## src/rtl/limiter_threshold_params.svh

```systemverilog
// constants for the limiter threshold decode: offsets, fields, resets, scale
`ifndef LIMITER_THRESHOLD_PARAMS_SVH
`define LIMITER_THRESHOLD_PARAMS_SVH

// byte offsets of the fine threshold registers
`define LTD_OFS_L1_FINE_ATTACK 8'h32
`define LTD_OFS_L1_FINE_RELEASE 8'h33
`define LTD_OFS_L2_FINE_ATTACK 8'h34
`define LTD_OFS_L2_FINE_RELEASE 8'h35

// reset value of every fine threshold register (select off, field zero)
`define LTD_FINE_RESET 8'h00

// fields inside a fine threshold register
`define LTD_FINE_SELECT_BIT 7
`define LTD_FINE_FIELD_MSB 6

// fields inside a 4-bit code pair: attack high nibble, release low nibble
`define LTD_ATTACK_CODE_MSB 7
`define LTD_ATTACK_CODE_LSB 4
`define LTD_RELEASE_CODE_MSB 3
`define LTD_RELEASE_CODE_LSB 0

// levels are carried in eighths of a dB
`define LTD_EIGHTHS_SHIFT 3
// fine base of -12 dB expressed in eighths
`define LTD_FINE_BASE_EIGHTHS 10'sh060
// a fine field count is a quarter dB, i.e. two eighths
`define LTD_FINE_STEP_SHIFT 1

// smallest level width that holds -38 dB and +19.75 dB in eighths
`define LTD_MIN_LEVEL_WIDTH 10

`endif

```

## src/rtl/limiter_threshold_pkg.sv

```systemverilog
// types shared by the limiter threshold decode files
`default_nettype none
package limiter_threshold_pkg;
  // how a limiter reads its 4-bit threshold codes
  typedef enum logic {
    CLIP_GUARD_MODE,
    COMPRESSION_MODE
  } level_mode_e;
endpackage : limiter_threshold_pkg
`default_nettype wire

```

## src/rtl/limiter_level_decode.sv

```systemverilog
// per-limiter threshold decode: code tables, fine override, mode forcing
`default_nettype none
`include "limiter_threshold_params.svh"
module limiter_level_decode #(
  parameter int LEVEL_WIDTH = 10
) (
  input wire logic [3:0] attackLevelCode,
  input wire logic [3:0] releaseLevelCode,
  input wire logic compressionModeSelect,
  input wire logic [7:0] fineAttackReg,
  input wire logic [7:0] fineReleaseReg,
  output logic signed [LEVEL_WIDTH-1:0] attackLevel,
  output logic signed [LEVEL_WIDTH-1:0] releaseLevel,
  output logic releaseOff,
  output logic clipGuardMode
);

  // refuse a level width that cannot hold the whole span
  if (LEVEL_WIDTH < `LTD_MIN_LEVEL_WIDTH) begin : g_width_check
    $error("limiter_level_decode: LEVEL_WIDTH too small");
  end

  // clip guard attack: 2 dB steps from -12, then 1 dB steps from +3
  function automatic logic signed [6:0] clipAttackDb(input logic [3:0] c);
    logic signed [6:0] v;
    v = $signed({3'h0, c});
    if (!c[3]) begin
      clipAttackDb = 7'(v + v - 7'sd12);
    end else begin
      clipAttackDb = 7'(v - 7'sd5);
    end
  endfunction : clipAttackDb

  // clip guard release, relative to full scale; code 0 is handled apart
  function automatic logic signed [6:0] clipReleaseDb(input logic [3:0] c);
    case (c)
      4'h1: clipReleaseDb = -7'sd29;
      4'h2: clipReleaseDb = -7'sd20;
      4'h3: clipReleaseDb = -7'sd16;
      4'h4: clipReleaseDb = -7'sd14;
      4'h5: clipReleaseDb = -7'sd12;
      4'h6: clipReleaseDb = -7'sd10;
      4'h7: clipReleaseDb = -7'sd8;
      default: clipReleaseDb = 7'($signed({3'h0, c}) - 7'sd15);
    endcase
  endfunction : clipReleaseDb

  // compression attack, relative to the volume setting
  function automatic logic signed [6:0] compAttackDb(input logic [3:0] c);
    logic signed [6:0] v;
    v = $signed({3'h0, c});
    case (c)
      4'hD: compAttackDb = -7'sd10;
      4'hE: compAttackDb = -7'sd7;
      4'hF: compAttackDb = -7'sd4;
      default: begin
        if (!c[3]) begin
          compAttackDb = 7'(v + v - 7'sd31);
        end else begin
          compAttackDb = 7'(v - 7'sd24);
        end
      end
    endcase
  endfunction : compAttackDb

  // compression release, relative to volume plus attack level
  function automatic logic signed [6:0] compReleaseDb(input logic [3:0] c);
    case (c)
      4'h1: compReleaseDb = -7'sd38;
      4'h2: compReleaseDb = -7'sd36;
      4'h3: compReleaseDb = -7'sd33;
      4'h4: compReleaseDb = -7'sd31;
      4'h5: compReleaseDb = -7'sd30;
      4'h6: compReleaseDb = -7'sd28;
      4'h7: compReleaseDb = -7'sd26;
      4'h8: compReleaseDb = -7'sd24;
      4'h9: compReleaseDb = -7'sd22;
      4'hA: compReleaseDb = -7'sd20;
      4'hB: compReleaseDb = -7'sd18;
      4'hC: compReleaseDb = -7'sd15;
      4'hD: compReleaseDb = -7'sd12;
      4'hE: compReleaseDb = -7'sd9;
      default: compReleaseDb = -7'sd6;
    endcase
  endfunction : compReleaseDb

  // whole dB to eighths at the output width
  function automatic logic signed [LEVEL_WIDTH-1:0] toEighths(
    input logic signed [6:0] db
  );
    toEighths = LEVEL_WIDTH'(db) <<< `LTD_EIGHTHS_SHIFT;
  endfunction : toEighths

  // fine field: -12 dB plus a quarter dB per count, in eighths
  function automatic logic signed [LEVEL_WIDTH-1:0] fineEighths(
    input logic [6:0] f
  );
    logic signed [LEVEL_WIDTH-1:0] s;
    s = $signed(LEVEL_WIDTH'({f, 1'h0}));
    fineEighths = LEVEL_WIDTH'(s - `LTD_FINE_BASE_EIGHTHS);
  endfunction : fineEighths

  // select bits and fields of the two fine registers
  wire logic fineAttackSel = fineAttackReg[`LTD_FINE_SELECT_BIT];
  wire logic fineReleaseSel = fineReleaseReg[`LTD_FINE_SELECT_BIT];
  wire logic [6:0] fineAttackField = fineAttackReg[`LTD_FINE_FIELD_MSB:0];
  wire logic [6:0] fineReleaseField = fineReleaseReg[`LTD_FINE_FIELD_MSB:0];

  // any fine select pulls this limiter into clip guard mode
  wire limiter_threshold_pkg::level_mode_e effMode =
    (fineAttackSel || fineReleaseSel) ?
    limiter_threshold_pkg::CLIP_GUARD_MODE :
    (compressionModeSelect ?
     limiter_threshold_pkg::COMPRESSION_MODE :
     limiter_threshold_pkg::CLIP_GUARD_MODE);

  wire logic isComp = (effMode == limiter_threshold_pkg::COMPRESSION_MODE);

  // coarse levels from the 4-bit codes under the effective mode
  wire logic signed [LEVEL_WIDTH-1:0] coarseAttack = isComp ?
    toEighths(compAttackDb(attackLevelCode)) :
    toEighths(clipAttackDb(attackLevelCode));
  wire logic signed [LEVEL_WIDTH-1:0] coarseRelease = isComp ?
    toEighths(compReleaseDb(releaseLevelCode)) :
    toEighths(clipReleaseDb(releaseLevelCode));

  // minus infinity only exists for the coarse release code zero
  wire logic coarseOff = (releaseLevelCode == 4'h0);

  // fine field wins over the code while its select bit is set
  assign attackLevel = fineAttackSel ? fineEighths(fineAttackField) :
                       coarseAttack;
  assign releaseLevel = fineReleaseSel ? fineEighths(fineReleaseField) :
                        coarseRelease;
  assign releaseOff = !fineReleaseSel && coarseOff;
  assign clipGuardMode = !isComp;

endmodule : limiter_level_decode
`default_nettype wire

```

## src/rtl/limiter_threshold_decode.sv

```systemverilog
// top of the limiter threshold decode: fine registers and two decoders
`default_nettype none
`include "limiter_threshold_params.svh"
module limiter_threshold_decode #(
  parameter int LEVEL_WIDTH = 10
) (
  input wire logic core_clk,
  input wire logic arst_n,
  // byte register port from the device's control interface
  input wire logic [7:0] regAddr,
  input wire logic [7:0] regWrData,
  input wire logic regWrEn,
  input wire logic regRdEn,
  output logic [7:0] regRdData,
  output logic regRdHit,
  // configuration from the rest of the register file
  input wire logic compressionModeSelect,
  input wire logic [7:0] lim1LevelCodes,
  input wire logic [7:0] lim2LevelCodes,
  // decoded limiter 1 levels, eighths of a dB
  output logic signed [LEVEL_WIDTH-1:0] lim1AttackLevel,
  output logic signed [LEVEL_WIDTH-1:0] lim1ReleaseLevel,
  output logic lim1ReleaseOff,
  output logic lim1ClipGuardMode,
  // decoded limiter 2 levels, eighths of a dB
  output logic signed [LEVEL_WIDTH-1:0] lim2AttackLevel,
  output logic signed [LEVEL_WIDTH-1:0] lim2ReleaseLevel,
  output logic lim2ReleaseOff,
  output logic lim2ClipGuardMode
);

  // refuse a level width the decoders cannot fill
  if (LEVEL_WIDTH < `LTD_MIN_LEVEL_WIDTH) begin : g_width_check
    $error("limiter_threshold_decode: LEVEL_WIDTH too small");
  end

  // stored fine threshold registers, select bit in the top position
  logic [7:0] l1FineAttack_r;
  logic [7:0] l1FineRelease_r;
  logic [7:0] l2FineAttack_r;
  logic [7:0] l2FineRelease_r;

  // address decode for the four fine registers
  wire logic hitL1Attack = (regAddr == `LTD_OFS_L1_FINE_ATTACK);
  wire logic hitL1Release = (regAddr == `LTD_OFS_L1_FINE_RELEASE);
  wire logic hitL2Attack = (regAddr == `LTD_OFS_L2_FINE_ATTACK);
  wire logic hitL2Release = (regAddr == `LTD_OFS_L2_FINE_RELEASE);
  wire logic hitAny = hitL1Attack || hitL1Release ||
                      hitL2Attack || hitL2Release;

  // read selection; other addresses belong to neighbours and give zero
  wire logic [7:0] rdSel;
  assign rdSel = hitL1Attack ? l1FineAttack_r :
                 hitL1Release ? l1FineRelease_r :
                 hitL2Attack ? l2FineAttack_r :
                 hitL2Release ? l2FineRelease_r :
                 8'h00;

  // limiter 1 fine attack register, full byte stored
  always_ff @(posedge core_clk or negedge arst_n) begin
    if (!arst_n) begin
      l1FineAttack_r <= `LTD_FINE_RESET;
    end else if (regWrEn && hitL1Attack) begin
      l1FineAttack_r <= regWrData;
    end
  end

  // limiter 1 fine release register
  always_ff @(posedge core_clk or negedge arst_n) begin
    if (!arst_n) begin
      l1FineRelease_r <= `LTD_FINE_RESET;
    end else if (regWrEn && hitL1Release) begin
      l1FineRelease_r <= regWrData;
    end
  end

  // limiter 2 fine attack register, separate from limiter 1
  always_ff @(posedge core_clk or negedge arst_n) begin
    if (!arst_n) begin
      l2FineAttack_r <= `LTD_FINE_RESET;
    end else if (regWrEn && hitL2Attack) begin
      l2FineAttack_r <= regWrData;
    end
  end

  // limiter 2 fine release register
  always_ff @(posedge core_clk or negedge arst_n) begin
    if (!arst_n) begin
      l2FineRelease_r <= `LTD_FINE_RESET;
    end else if (regWrEn && hitL2Release) begin
      l2FineRelease_r <= regWrData;
    end
  end

  // read data is registered: one cycle after the read strobe
  // a simultaneous write shows the old value, the new one on the next read
  always_ff @(posedge core_clk or negedge arst_n) begin
    if (!arst_n) begin
      regRdData <= 8'h00;
      regRdHit <= 1'b0;
    end else if (regRdEn) begin
      regRdData <= rdSel;
      regRdHit <= hitAny;
    end else begin
      regRdHit <= 1'b0;
    end
  end

  // combinational decode results of both limiters
  logic signed [LEVEL_WIDTH-1:0] l1AttackNxt;
  logic signed [LEVEL_WIDTH-1:0] l1ReleaseNxt;
  logic l1OffNxt;
  logic l1ClipNxt;
  logic signed [LEVEL_WIDTH-1:0] l2AttackNxt;
  logic signed [LEVEL_WIDTH-1:0] l2ReleaseNxt;
  logic l2OffNxt;
  logic l2ClipNxt;

  // limiter 1 decoder
  limiter_level_decode #(
    .LEVEL_WIDTH(LEVEL_WIDTH)
  ) u_lim1 (
    .attackLevelCode(
      lim1LevelCodes[`LTD_ATTACK_CODE_MSB:`LTD_ATTACK_CODE_LSB]),
    .releaseLevelCode(
      lim1LevelCodes[`LTD_RELEASE_CODE_MSB:`LTD_RELEASE_CODE_LSB]),
    .compressionModeSelect(compressionModeSelect),
    .fineAttackReg(l1FineAttack_r),
    .fineReleaseReg(l1FineRelease_r),
    .attackLevel(l1AttackNxt),
    .releaseLevel(l1ReleaseNxt),
    .releaseOff(l1OffNxt),
    .clipGuardMode(l1ClipNxt)
  );

  // limiter 2 decoder, fed from its own fine registers
  limiter_level_decode #(
    .LEVEL_WIDTH(LEVEL_WIDTH)
  ) u_lim2 (
    .attackLevelCode(
      lim2LevelCodes[`LTD_ATTACK_CODE_MSB:`LTD_ATTACK_CODE_LSB]),
    .releaseLevelCode(
      lim2LevelCodes[`LTD_RELEASE_CODE_MSB:`LTD_RELEASE_CODE_LSB]),
    .compressionModeSelect(compressionModeSelect),
    .fineAttackReg(l2FineAttack_r),
    .fineReleaseReg(l2FineRelease_r),
    .attackLevel(l2AttackNxt),
    .releaseLevel(l2ReleaseNxt),
    .releaseOff(l2OffNxt),
    .clipGuardMode(l2ClipNxt)
  );

  // output stage: all levels registered so the limiter core sees clean
  // values; costs one cycle of latency, harmless for slow configuration
  always_ff @(posedge core_clk or negedge arst_n) begin
    if (!arst_n) begin
      lim1AttackLevel <= '0;
      lim1ReleaseLevel <= '0;
      lim1ReleaseOff <= 1'b0;
      lim1ClipGuardMode <= 1'b1;
    end else begin
      lim1AttackLevel <= l1AttackNxt;
      lim1ReleaseLevel <= l1ReleaseNxt;
      lim1ReleaseOff <= l1OffNxt;
      lim1ClipGuardMode <= l1ClipNxt;
    end
  end

  // limiter 2 output stage
  always_ff @(posedge core_clk or negedge arst_n) begin
    if (!arst_n) begin
      lim2AttackLevel <= '0;
      lim2ReleaseLevel <= '0;
      lim2ReleaseOff <= 1'b0;
      lim2ClipGuardMode <= 1'b1;
    end else begin
      lim2AttackLevel <= l2AttackNxt;
      lim2ReleaseLevel <= l2ReleaseNxt;
      lim2ReleaseOff <= l2OffNxt;
      lim2ClipGuardMode <= l2ClipNxt;
    end
  end

endmodule : limiter_threshold_decode
`default_nettype wire

```

## config.mk

```make
export PLATFORM = sky130hd
export DESIGN_NAME = limiter_threshold_decode
export DESIGN_NICKNAME = d
export VERILOG_FILES = /design/src/rtl/limiter_threshold_pkg.sv /design/src/rtl/limiter_level_decode.sv /design/src/rtl/limiter_threshold_decode.sv
export VERILOG_INCLUDE_DIRS = /design/src /design/src/rtl
export SDC_FILE = /design/constraint.sdc
export NUM_CORES = 1
export LEC_CHECK = 0
export BUFFER_PORTS_ARGS = -buffer_cell sky130_fd_sc_hd__buf_2
export CORE_MARGIN = 2
export CORE_UTILIZATION = 60
export DETAILED_ROUTE_END_ITERATION = 10
export GPL_ROUTABILITY_DRIVEN = 0
export MAX_ROUTING_LAYER = met4
export PLACE_DENSITY = 0.88
export REMOVE_ABC_BUFFERS = 1
export SLEW_MARGIN = 30
export SYNTH_ARGS = -nofsm -noshare
export SYNTH_HDL_FRONTEND = slang
export SYNTH_SLANG_ARGS = --single-unit
```

## constraint.sdc

```tcl
create_clock -name core_clk -period 5.1 [get_ports core_clk]
set_clock_uncertainty 0.2 [all_clocks]
set_input_delay 1.02 -clock core_clk [delete_from_list [all_inputs] [get_ports core_clk]]
set_output_delay 1.02 -clock core_clk [all_outputs]
set_load 0.02 [all_outputs]
```

# Yosys cells after proc, flatten, opt, wreduce, memory -nomap -nowiden
# Memory sizes are Yosys's and may differ from the RTL's.
# Cells that the tools add are included.
# word_totals
inputBits,37
word_cells,97
reg_bits,85
mem_bits_ro,192
n_memories,2
output_inout_bits,53
# memory_table
memory,depth,word_bits,rd,rd_ports_with_merged_regs,write_ports,line,rtl
(name not given),16,6,1,0,0,limiter_level_decode.sv:68,case (c)
(name not given),16,6,1,0,0,limiter_level_decode.sv:68,
# classes
mux,24
n_eq_ne,24
add_sub_neg,16
n_reduce_logical,17
# ops
operator,n
7-bit case mux with 7 select lines,2
10-bit 2-to-1 mux,8
7-bit case mux with 3 select lines,2
"8-bit by 7-bit subtractor with 9-bit output, second input constant",4
"4-bit by 3-bit == test with 1-bit output, second input constant",8
"8-bit by 6-bit == test with 1-bit output, second input constant",4
8-bit 2-to-1 mux,4
7-bit 2-to-1 mux,4
"4-bit == test, second input constant",6
"4-bit by 2-bit == test with 1-bit output, second input constant",4
"7-bit by 5-bit subtractor with 7-bit output, second input constant",2
"7-bit by 6-bit subtractor with 7-bit output, second input constant",2
"4-bit by 5-bit subtractor with 6-bit output, second input constant",2
4-bit by 4-bit adder with 5-bit output,2
"4-bit by 3-bit subtractor with 5-bit output, second input constant",2
"4-bit by 4-bit subtractor with 5-bit output, second input constant",2
"4-bit by 1-bit == test with 1-bit output, second input constant",2
4-bit zero test,2
1-bit logical AND,6
1-bit logical OR,5
1-bit zero test,4
1-bit 2-to-1 mux,4

# Longest topological paths before layout
# Gate-level depths: netlist of run 1.
# depth
depth_word,6
mapped_depth,8
depth_no_buf,6

# Modules after synthesis
# A second synthesis of run 1 with hierarchy kept.
# unflattened
cells_unflattened,440
hier_area_um2,4924.7
# modules_own_cells
mod,cells_per_inst,seq_area_each_um2,area_per_inst_um2,n_inst
limiter_threshold_decode,192,2129.5,3072.9,1
limiter_level_decode,124,0.0,925.9,2

# Worst setup path after synthesis of run 1
# No wires, ideal clock.
# synth_timing
path_type,input to register
start,in lim2LevelCodes[3]
end,reg lim2ReleaseLevel[8]
path_slack_ns,2.337
arrival_ns,2.439
t_required_ns,4.776
n_path_buf,1
setup_ns,0.124
path_stages,7
path_cell_list,clkbuf_1 -> inv_1 -> ha_1 -> o21ai_0 -> nand4_1 -> o41a_1 -> o31a_1
# synth_between
elab_chain_cells,4
elab_cells_between_ends,12
classes_between,add/sub (1); eq/ne (7); mux (3); memory (1)
# synth_lines
element,line,rtl
"start, declared",limiter_threshold_decode.sv:19,"input wire logic [7:0] lim2LevelCodes,"
"4-bit by 4-bit subtractor with 5-bit output, or another cell as far along",limiter_level_decode.sv:44,"default: clipReleaseDb = 7'($signed({3'h0, c}) - 7'sd15);"
7-bit case mux with 7 select lines,limiter_level_decode.sv:36,case (c)
10-bit 2-to-1 mux (*),limiter_level_decode.sv:123,wire logic signed [LEVEL_WIDTH-1:0] coarseRelease = isComp ?
10-bit 2-to-1 mux (*),limiter_level_decode.sv:133,assign releaseLevel = fineReleaseSel ? fineEighths(fineReleaseField) :
via l2ReleaseNxt[8],limiter_threshold_decode.sv:115,logic signed [LEVEL_WIDTH-1:0] l2ReleaseNxt;
"end signal, assigned",limiter_threshold_decode.sv:178,lim2ReleaseLevel <= l2ReleaseNxt;
"end, declared",limiter_threshold_decode.sv:27,"output logic signed [LEVEL_WIDTH-1:0] lim2ReleaseLevel,"
# Mark *: on every way through the listed nets, which the timed path passes. The rest lies on a longest branch.
# A chain may end at the register's enable or synchronous reset.

# Worst setup path in the final report of run 1
# layout_timing
start,in lim2LevelCodes[0]
end,reg lim2ReleaseLevel[8]
# The elaborated chain is that of the path after synthesis.

==> out/metrics.csv, run 1 <==
stage;metric;value;unit
run_status;outcome;finished, final reports clean;
power_and_ir_drop;p_per_area;275.9;mW/mm²
timing;max_slew_margin;44.58;%
detailed_routing;top_layer_used;met4;
critical_path;crit_required;5.15;ns
synthesis;synthCells;441;
critical_path;worst_path_largest_cell_delay;0.44;ns
clocking;clock_latency;0.36;ns
placement;dp_slack;2.181;ns
synthesis;ys_ff_latch;81;
detailed_routing;ant_nets;0;
die;chipWidth;92.41;µm
synthesis;avgSynthCellArea;10.63;µm²
placement;placed_area;0.005144;mm²
power_and_ir_drop;swShare;27.94;%
timing;post-route-min-period;2.596;ns
timing;max_slew.worst_pin.slew;0.8244;ns
synthesis;syn_area;0.004689;mm²
timing;tns;0;ns
detailed_routing;met3_wirelength;745;µm
power_and_ir_drop;combPwrFrac;17.7;%
die;dieHeight;92.41;µm
power_and_ir_drop;vdd_drop_max;0.0001340;V
global_routing;grt-ovfl-total;0;
timing;fmax;0.3852;GHz
final_layout;fin_util;70.11;%
synthesis;seq_area_frac_synth;43.28;%
synthesis;synth_flop_cell;dfrtp_1;
detailed_routing;drt_first_pass_iters;5;
synthesis;synth_edf_count;0;
die;core_area;0.007647;mm²
global_routing;grt_util_all_layers;27.07;%
timing;fin_ws;2.504;ns
detailed_routing;num_vias;3733;
critical_path;cp-end-kind;register;
clocking;post-cts-setup-buffer-count;0;
clocking;ctsRootBufferMaster;clkbuf_8;
critical_path;critPathBufInv;2;
power_and_ir_drop;intPower;1.066;mW
final_layout;final_common_cell;buf_2;
worst_hold_path;hold_class;reg -> reg;
timing;holdWs;0.3152;ns
timing;hold_viol_final;0;
critical_path;worstPathCellList;buf_2 -> inv_1 -> ha_1 -> o21ai_0 -> nand4_1 -> o41a_1 -> o31a_1;
critical_path;cp_slowest_cell;o41a_1;
clocking;clockBufferDepth;2;
final_layout;diodes;0;
die;start_util;61.32;%
global_routing;grt_max_degree;82;
critical_path;arrival;2.64;ns
global_routing;grt_pass1_vias;3614;
die;design.die.area;0.008539;mm²
detailed_routing;wl_met2;5.149;mm
clocking;ctsHoldBuffers;0;
power_and_ir_drop;power_switching;0.4133;mW
clocking;cts_resized;0;
final_layout;mostFrequentLayoutCells;buf_2, dfrtp_1, ha_1;
detailed_routing;viasPerCell;6.002;
critical_path;cp_top_family;compound AO/OA/AOI/OAI gates;
clocking;path_clk_slew;0.08;ns
clocking;cts_tree;yes;
power_and_ir_drop;finalPower;1.479;mW
die;rows;32;
synthesis;synthArstFlopShare;100.0;%
detailed_routing;drt_iter0_drc;300;
final_layout;drive_above_1_share;27.69;%
clocking;cts.sinks;81;
timing;rsz0062_at_grt;false;
critical_path;critical_path_peak_fanout;6;
timing;maxSlewViolCount;0;
final_layout;area_delta_synth_final;14.33;%
timing;fin_crit_sh;50.91;%
synthesis;synth.distinct_cells;60;
clocking;h-tree-depth;3;
clocking;cts_buffers;9;
detailed_routing;wl_per_cell;17.30;µm
power_and_ir_drop;cellLeakagePower;2.741;nW
power_and_ir_drop;pwr-share-seq;47.5;%
detailed_routing;drt_wl_total;10.76;mm
final_layout;nNetsFinal;588;
power_and_ir_drop;clkPwrFrac;34.8;%
final_layout;instances_no_fill;622;
global_routing;antenna_found_initial;0;
detailed_routing;drt-met1-wl;4.528;mm
critical_path;critPathKind;in -> reg;
job;drv_cap;0;
critical_path;startpoint_type;input pin;
timing;finalSetupViolations;0;
placement;placed_cells;606;
detailed_routing;drc;0;
synthesis;synth_warnings;0;
global_routing;grt_pass1_wl;17.60;mm
die;io_pins;90;
placement;dpl.hpwl;7.741;mm
final_layout;fillers;559;
placement;numPortBuffers;85;
final_layout;fin_area;0.005361;mm²
==> power groups by stage <==
stage | clock, mW | combinational [mW] | sequential [mW]
3_5_place_dp | 0 | 0.259 | 0.715
2_1_floorplan | 0 | 0.122 | 0.741
3_3_place_gp | 0 | 0.248 | 0.713
6_report | 0.514 | 0.262 | 0.703
4_1_cts | 0.523 | 0.261 | 0.702
5_1_grt | 0.553 | 0.287 | 0.708
==> sequential cells by signal, indices dropped and copies added, names as in the netlist <==
signal	count
l1FineRelease_r	8
lim1ReleaseOff	1
lim1ClipGuardMode	1
l2FineRelease_r	8
lim2ClipGuardMode	1
regRdData	8
lim1AttackLevel	9
lim2ReleaseLevel	9
lim2AttackLevel	9
l1FineAttack_r	8
l2FineAttack_r	8
lim2ReleaseOff	1
lim1ReleaseLevel	9
regRdHit	1
==> synth_stat cells, types with 3 or more instances <==
library cell / instances / area, µm²
clkbuf_1: 16 / 60.06
a22oi_1: 3 / 22.52
nand2_1: 35 / 131.4
a21oi_1: 22 / 110.1
buf_2: 6 / 30.03
nand2b_1: 6 / 37.54
nor2b_1: 10 / 62.56
and3_1: 3 / 18.77
a221oi_1: 6 / 52.55
a41o_1: 8 / 80.08
nor2_1: 10 / 37.54
nand3_1: 9 / 45.04
buf_4: 4 / 30.03
mux2i_1: 21 / 210.2
a31oi_1: 3 / 18.77
o22ai_1: 4 / 25.02
a221o_1: 3 / 30.03
mux2_2: 35 / 394.1
inv_1: 24 / 90.09
xnor2_1: 7 / 61.31
xor2_1: 3 / 26.28
dfrtp_1: 79 / 1977
ha_1: 36 / 450.4
nor3_1: 4 / 20.02
o21ai_0: 27 / 135.1
and2_1: 8 / 50.05
o31ai_1: 4 / 30.03
==> layout make-up <==
class                           instances  area (µm²)  share of cell area [%]
Clock buffer                           13       148.9                   2.777
Clock inverter                          3       65.06                   1.214
Inverter                               25       93.84                   1.750
Multi-Input combinational cell        312        2457                   45.83
Sequential cell                        81        2029                   37.85
Tap cell                              102       127.6                   2.380
Timing Repair Buffer                   86       439.2                   8.191
==> final timing paths <==
path,startpoint,to,slack (ns),cells after the start
hold / removal,l1FineAttack_r[1],lim1AttackLevel[2],0.32,1
hold reg to reg,l1FineAttack_r[1],lim1AttackLevel[2],0.32,1
setup reg to reg,l2FineAttack_r[7],lim2AttackLevel[5],2.92,6
setup / recovery,lim2LevelCodes[0],lim2ReleaseLevel[8],2.50,7
max in group asynchronous,arst_n,l2FineAttack_r[3],3.71,1
min in group asynchronous,arst_n,lim1ReleaseLevel[8],0.48,1
==> logic make-up after synthesis <==
logic type,Yosys count,synth area share (%)
muxes,56,12.89
AOI/OAI and AO/OA,105,15.53
xor gates and xnor gates,10,1.868
and+or+nand+nor,101,12.19
buffers and inverters,51,4.563
other,1,0.07997
adders and majority gates,36,9.605
DFF,81,43.28
==> per-layer routing <==
metal	track usage, %	vias up
met5	-	-
met4	13.06	0
met3	4.312	31
met2	41.30	184
met1	35.64	1787
li1	-	1731
(Power assumes the default switching activity.)
==> run 2: changes to the inputs <==
--- a/config.mk
+++ b/config.mk
@@ -8,11 +8,11 @@
 export LEC_CHECK = 0
 export BUFFER_PORTS_ARGS = -buffer_cell sky130_fd_sc_hd__buf_2
 export CORE_MARGIN = 2
-export CORE_UTILIZATION = 60
+export CORE_UTILIZATION = 56
 export DETAILED_ROUTE_END_ITERATION = 10
 export GPL_ROUTABILITY_DRIVEN = 0
 export MAX_ROUTING_LAYER = met4
-export PLACE_DENSITY = 0.88
+export PLACE_DENSITY = 0.83
 export REMOVE_ABC_BUFFERS = 1
 export SLEW_MARGIN = 30
 export SYNTH_ARGS = -nofsm -noshare
==> constraint.sdc (replaced) <==
create_clock -name core_clk -period 2.55 [get_ports core_clk]
set_clock_uncertainty 0.2 [all_clocks]
set_input_delay 0.51 -clock core_clk [delete_from_list [all_inputs] [get_ports core_clk]]
set_output_delay 0.51 -clock core_clk [all_outputs]
set_load 0.02 [all_outputs]
==> out/metrics.csv, run 2 (synthesis gave the netlist of run 1 again) <==
stage;metric;value;unit;change
critical_path;critPathKind;reg -> reg;;
critical_path;arrival;2.10;ns;-0.54 ns
clocking;cts_tree;yes;;
timing;maxSlewViolCount;0;;unchanged
critical_path;reg2reg_slack;0.45;ns;-2.47 ns
global_routing;grt_max_degree;49;;-40%
die;design.die.area;0.009122;mm²;+6.8%
detailed_routing;drt_wl_total;10.85;mm;+0.80%
timing;max_slew.worst_pin.slew;0.6192;ns;-0.2052 ns
critical_path;crit_required;2.56;ns;-2.59 ns
timing;tns;0;ns;unchanged
timing;finalSetupViolations;0;;unchanged
timing;fmax;0.4773;GHz;
worst_hold_path;hold_class;in -> reg;;
final_layout;nNetsFinal;599;;+1.9%
global_routing;grt-ovfl-total;0;;unchanged
clocking;clockBufferDepth;2;;unchanged
timing;fin_crit_sh;82.16;%;
placement;numPortBuffers;85;;unchanged
clocking;ctsRootBufferMaster;clkbuf_8;;
run_status;outcome;finished, final reports clean;;
final_layout;final_common_cell;buf_2;;
critical_path;cp-end-kind;register;;
global_routing;grt_pass1_wl;17.79;mm;+1.1%
critical_path;startpoint_type;register;;
timing;fin_ws;0.4550;ns;-2.049 ns
final_layout;fin_util;66.82;%;-3.3 points
timing;post-route-min-period;2.095;ns;
detailed_routing;viasPerCell;6.074;;+1.2%
clocking;h-tree-depth;3;;unchanged
power_and_ir_drop;vdd_drop_max;0.0003194;V;+140%
detailed_routing;drc;0;;unchanged
timing;hold_viol_final;0;;unchanged
clocking;cts_buffers;9;;unchanged
die;rows;33;;+3.1%
global_routing;grt_util_all_layers;25.82;%;-1.2 points
final_layout;area_delta_synth_final;16.49;%;
job;drv_cap;0;;unchanged
placement;dp_slack;0.1461;ns;-2.035 ns
die;core_area;0.008175;mm²;+6.9%
detailed_routing;drt_first_pass_iters;5;;unchanged
clocking;cts.sinks;81;;unchanged
die;chipWidth;95.51;µm;+3.4%
die;dieHeight;95.51;µm;+3.4%
detailed_routing;drt_iter0_drc;258;;-14%
final_layout;drive_above_1_share;29.38;%;+1.7 points
timing;rsz0062_at_grt;false;;
final_layout;fillers;622;;+11%
power_and_ir_drop;cellLeakagePower;2.796;nW;+2.0%
detailed_routing;wl_per_cell;17.05;µm;-1.4%
timing;max_slew_margin;58.64;%;+14 points
die;io_pins;90;;unchanged
placement;dpl.hpwl;7.993;mm;+3.3%
power_and_ir_drop;p_per_area;549.1;mW/mm²;+99%
global_routing;grt_pass1_vias;3764;;+4.2%
clocking;path_clk_slew;0.09;ns;about the same
final_layout;mostFrequentLayoutCells;buf_2, dfrtp_1, ha_1;;
clocking;clock_latency;0.34;ns;-0.02 ns
final_layout;diodes;0;;unchanged
critical_path;critical_path_peak_fanout;10;;+4
detailed_routing;num_vias;3863;;+3.5%
global_routing;antenna_found_initial;0;;unchanged
die;start_util;57.36;%;-4.0 points
detailed_routing;ant_nets;0;;unchanged
[run 2: cell count changes in the layout (fill, tap and decap cells not counted), sizes merged]
cell / previous run / this run
dlygate4sd3: 0 / 1
buf: 86 / 96
clkinv: 2 / 1
clkbuf: 13 / 12
clkinvlp: 0 / 2
[run 2: per-stage QoR]
stage	total power, mW	std cells	hold slack [ns]	instance area (µm²)
after floorplan	1.726	418	0.01441	4581
after global placement	1.936	619	0.2877	5223
after detailed placement	1.959	619	0.2990	5223
after CTS	3.012	636	0.2520	5463
after global routing	3.129	636	0.2513	5463
final	3.000	636	0.2622	5463
[run 2: cell type report]
| class | instances | area, µm² | area share [%] |
|---|---|---|---|
| multi-input cells | 312 | 2457 | 44.98 |
| inverters | 25 | 93.84 | 1.718 |
| well taps | 105 | 131.4 | 2.405 |
| repair buffers | 97 | 520.5 | 9.528 |
| clock buffers | 12 | 155.1 | 2.840 |
| flip-flops and latches | 81 | 2029 | 37.15 |
| clock inverters | 4 | 75.07 | 1.374 |
[run 2: power breakdown]
group	total (mW)	switching, mW	internal [mW]
sequential	1.40	0.0397	1.36
clock	1.06	0.453	0.606
combinational	0.545	0.338	0.207
[run 2: metal layers]
layer  wire (µm)  share of wire, %  vias up  track usage, %
met5           0                 0        -               -
met4         299               2.8        0           10.24
met3         671               6.2       36           3.953
met2        5192                48      184           40.55
met1        4682                43     1886           33.86
li1            -                 -     1757               -
[run 2: path summary, 6_finish.rpt]
| check | start | depth (start not counted) | to |
|---|---|---|---|
| worst max-delay path | l1FineRelease_r[7] | 4 | lim1ReleaseLevel[4] |
| worst min-delay path | regWrData[2] | 2 | l1FineAttack_r[2] |
| worst max register to register | l1FineRelease_r[7] | 4 | lim1ReleaseLevel[4] |
| worst min register to register | l2FineRelease_r[0] | 1 | lim2ReleaseLevel[1] |
| max in group asynchronous | arst_n | 3 | lim1ClipGuardMode |
| min in group asynchronous | arst_n | 2 | l1FineAttack_r[1] |
[run 2: worst max-delay path: stages (launching register included)]
cell       delay [ns]
dfrtp_1          0.52
nor3b_4          0.35
clkinv_1         0.32
a2111oi_0        0.48
a311oi_1         0.09
[run 2: repair_timing]
item / in CTS / in global routing
hold buffers: 1 / 0
buffers inserted: 0 / 0
endpoints found under the hold margin: 18 / 0
resized for setup: 0 / 0
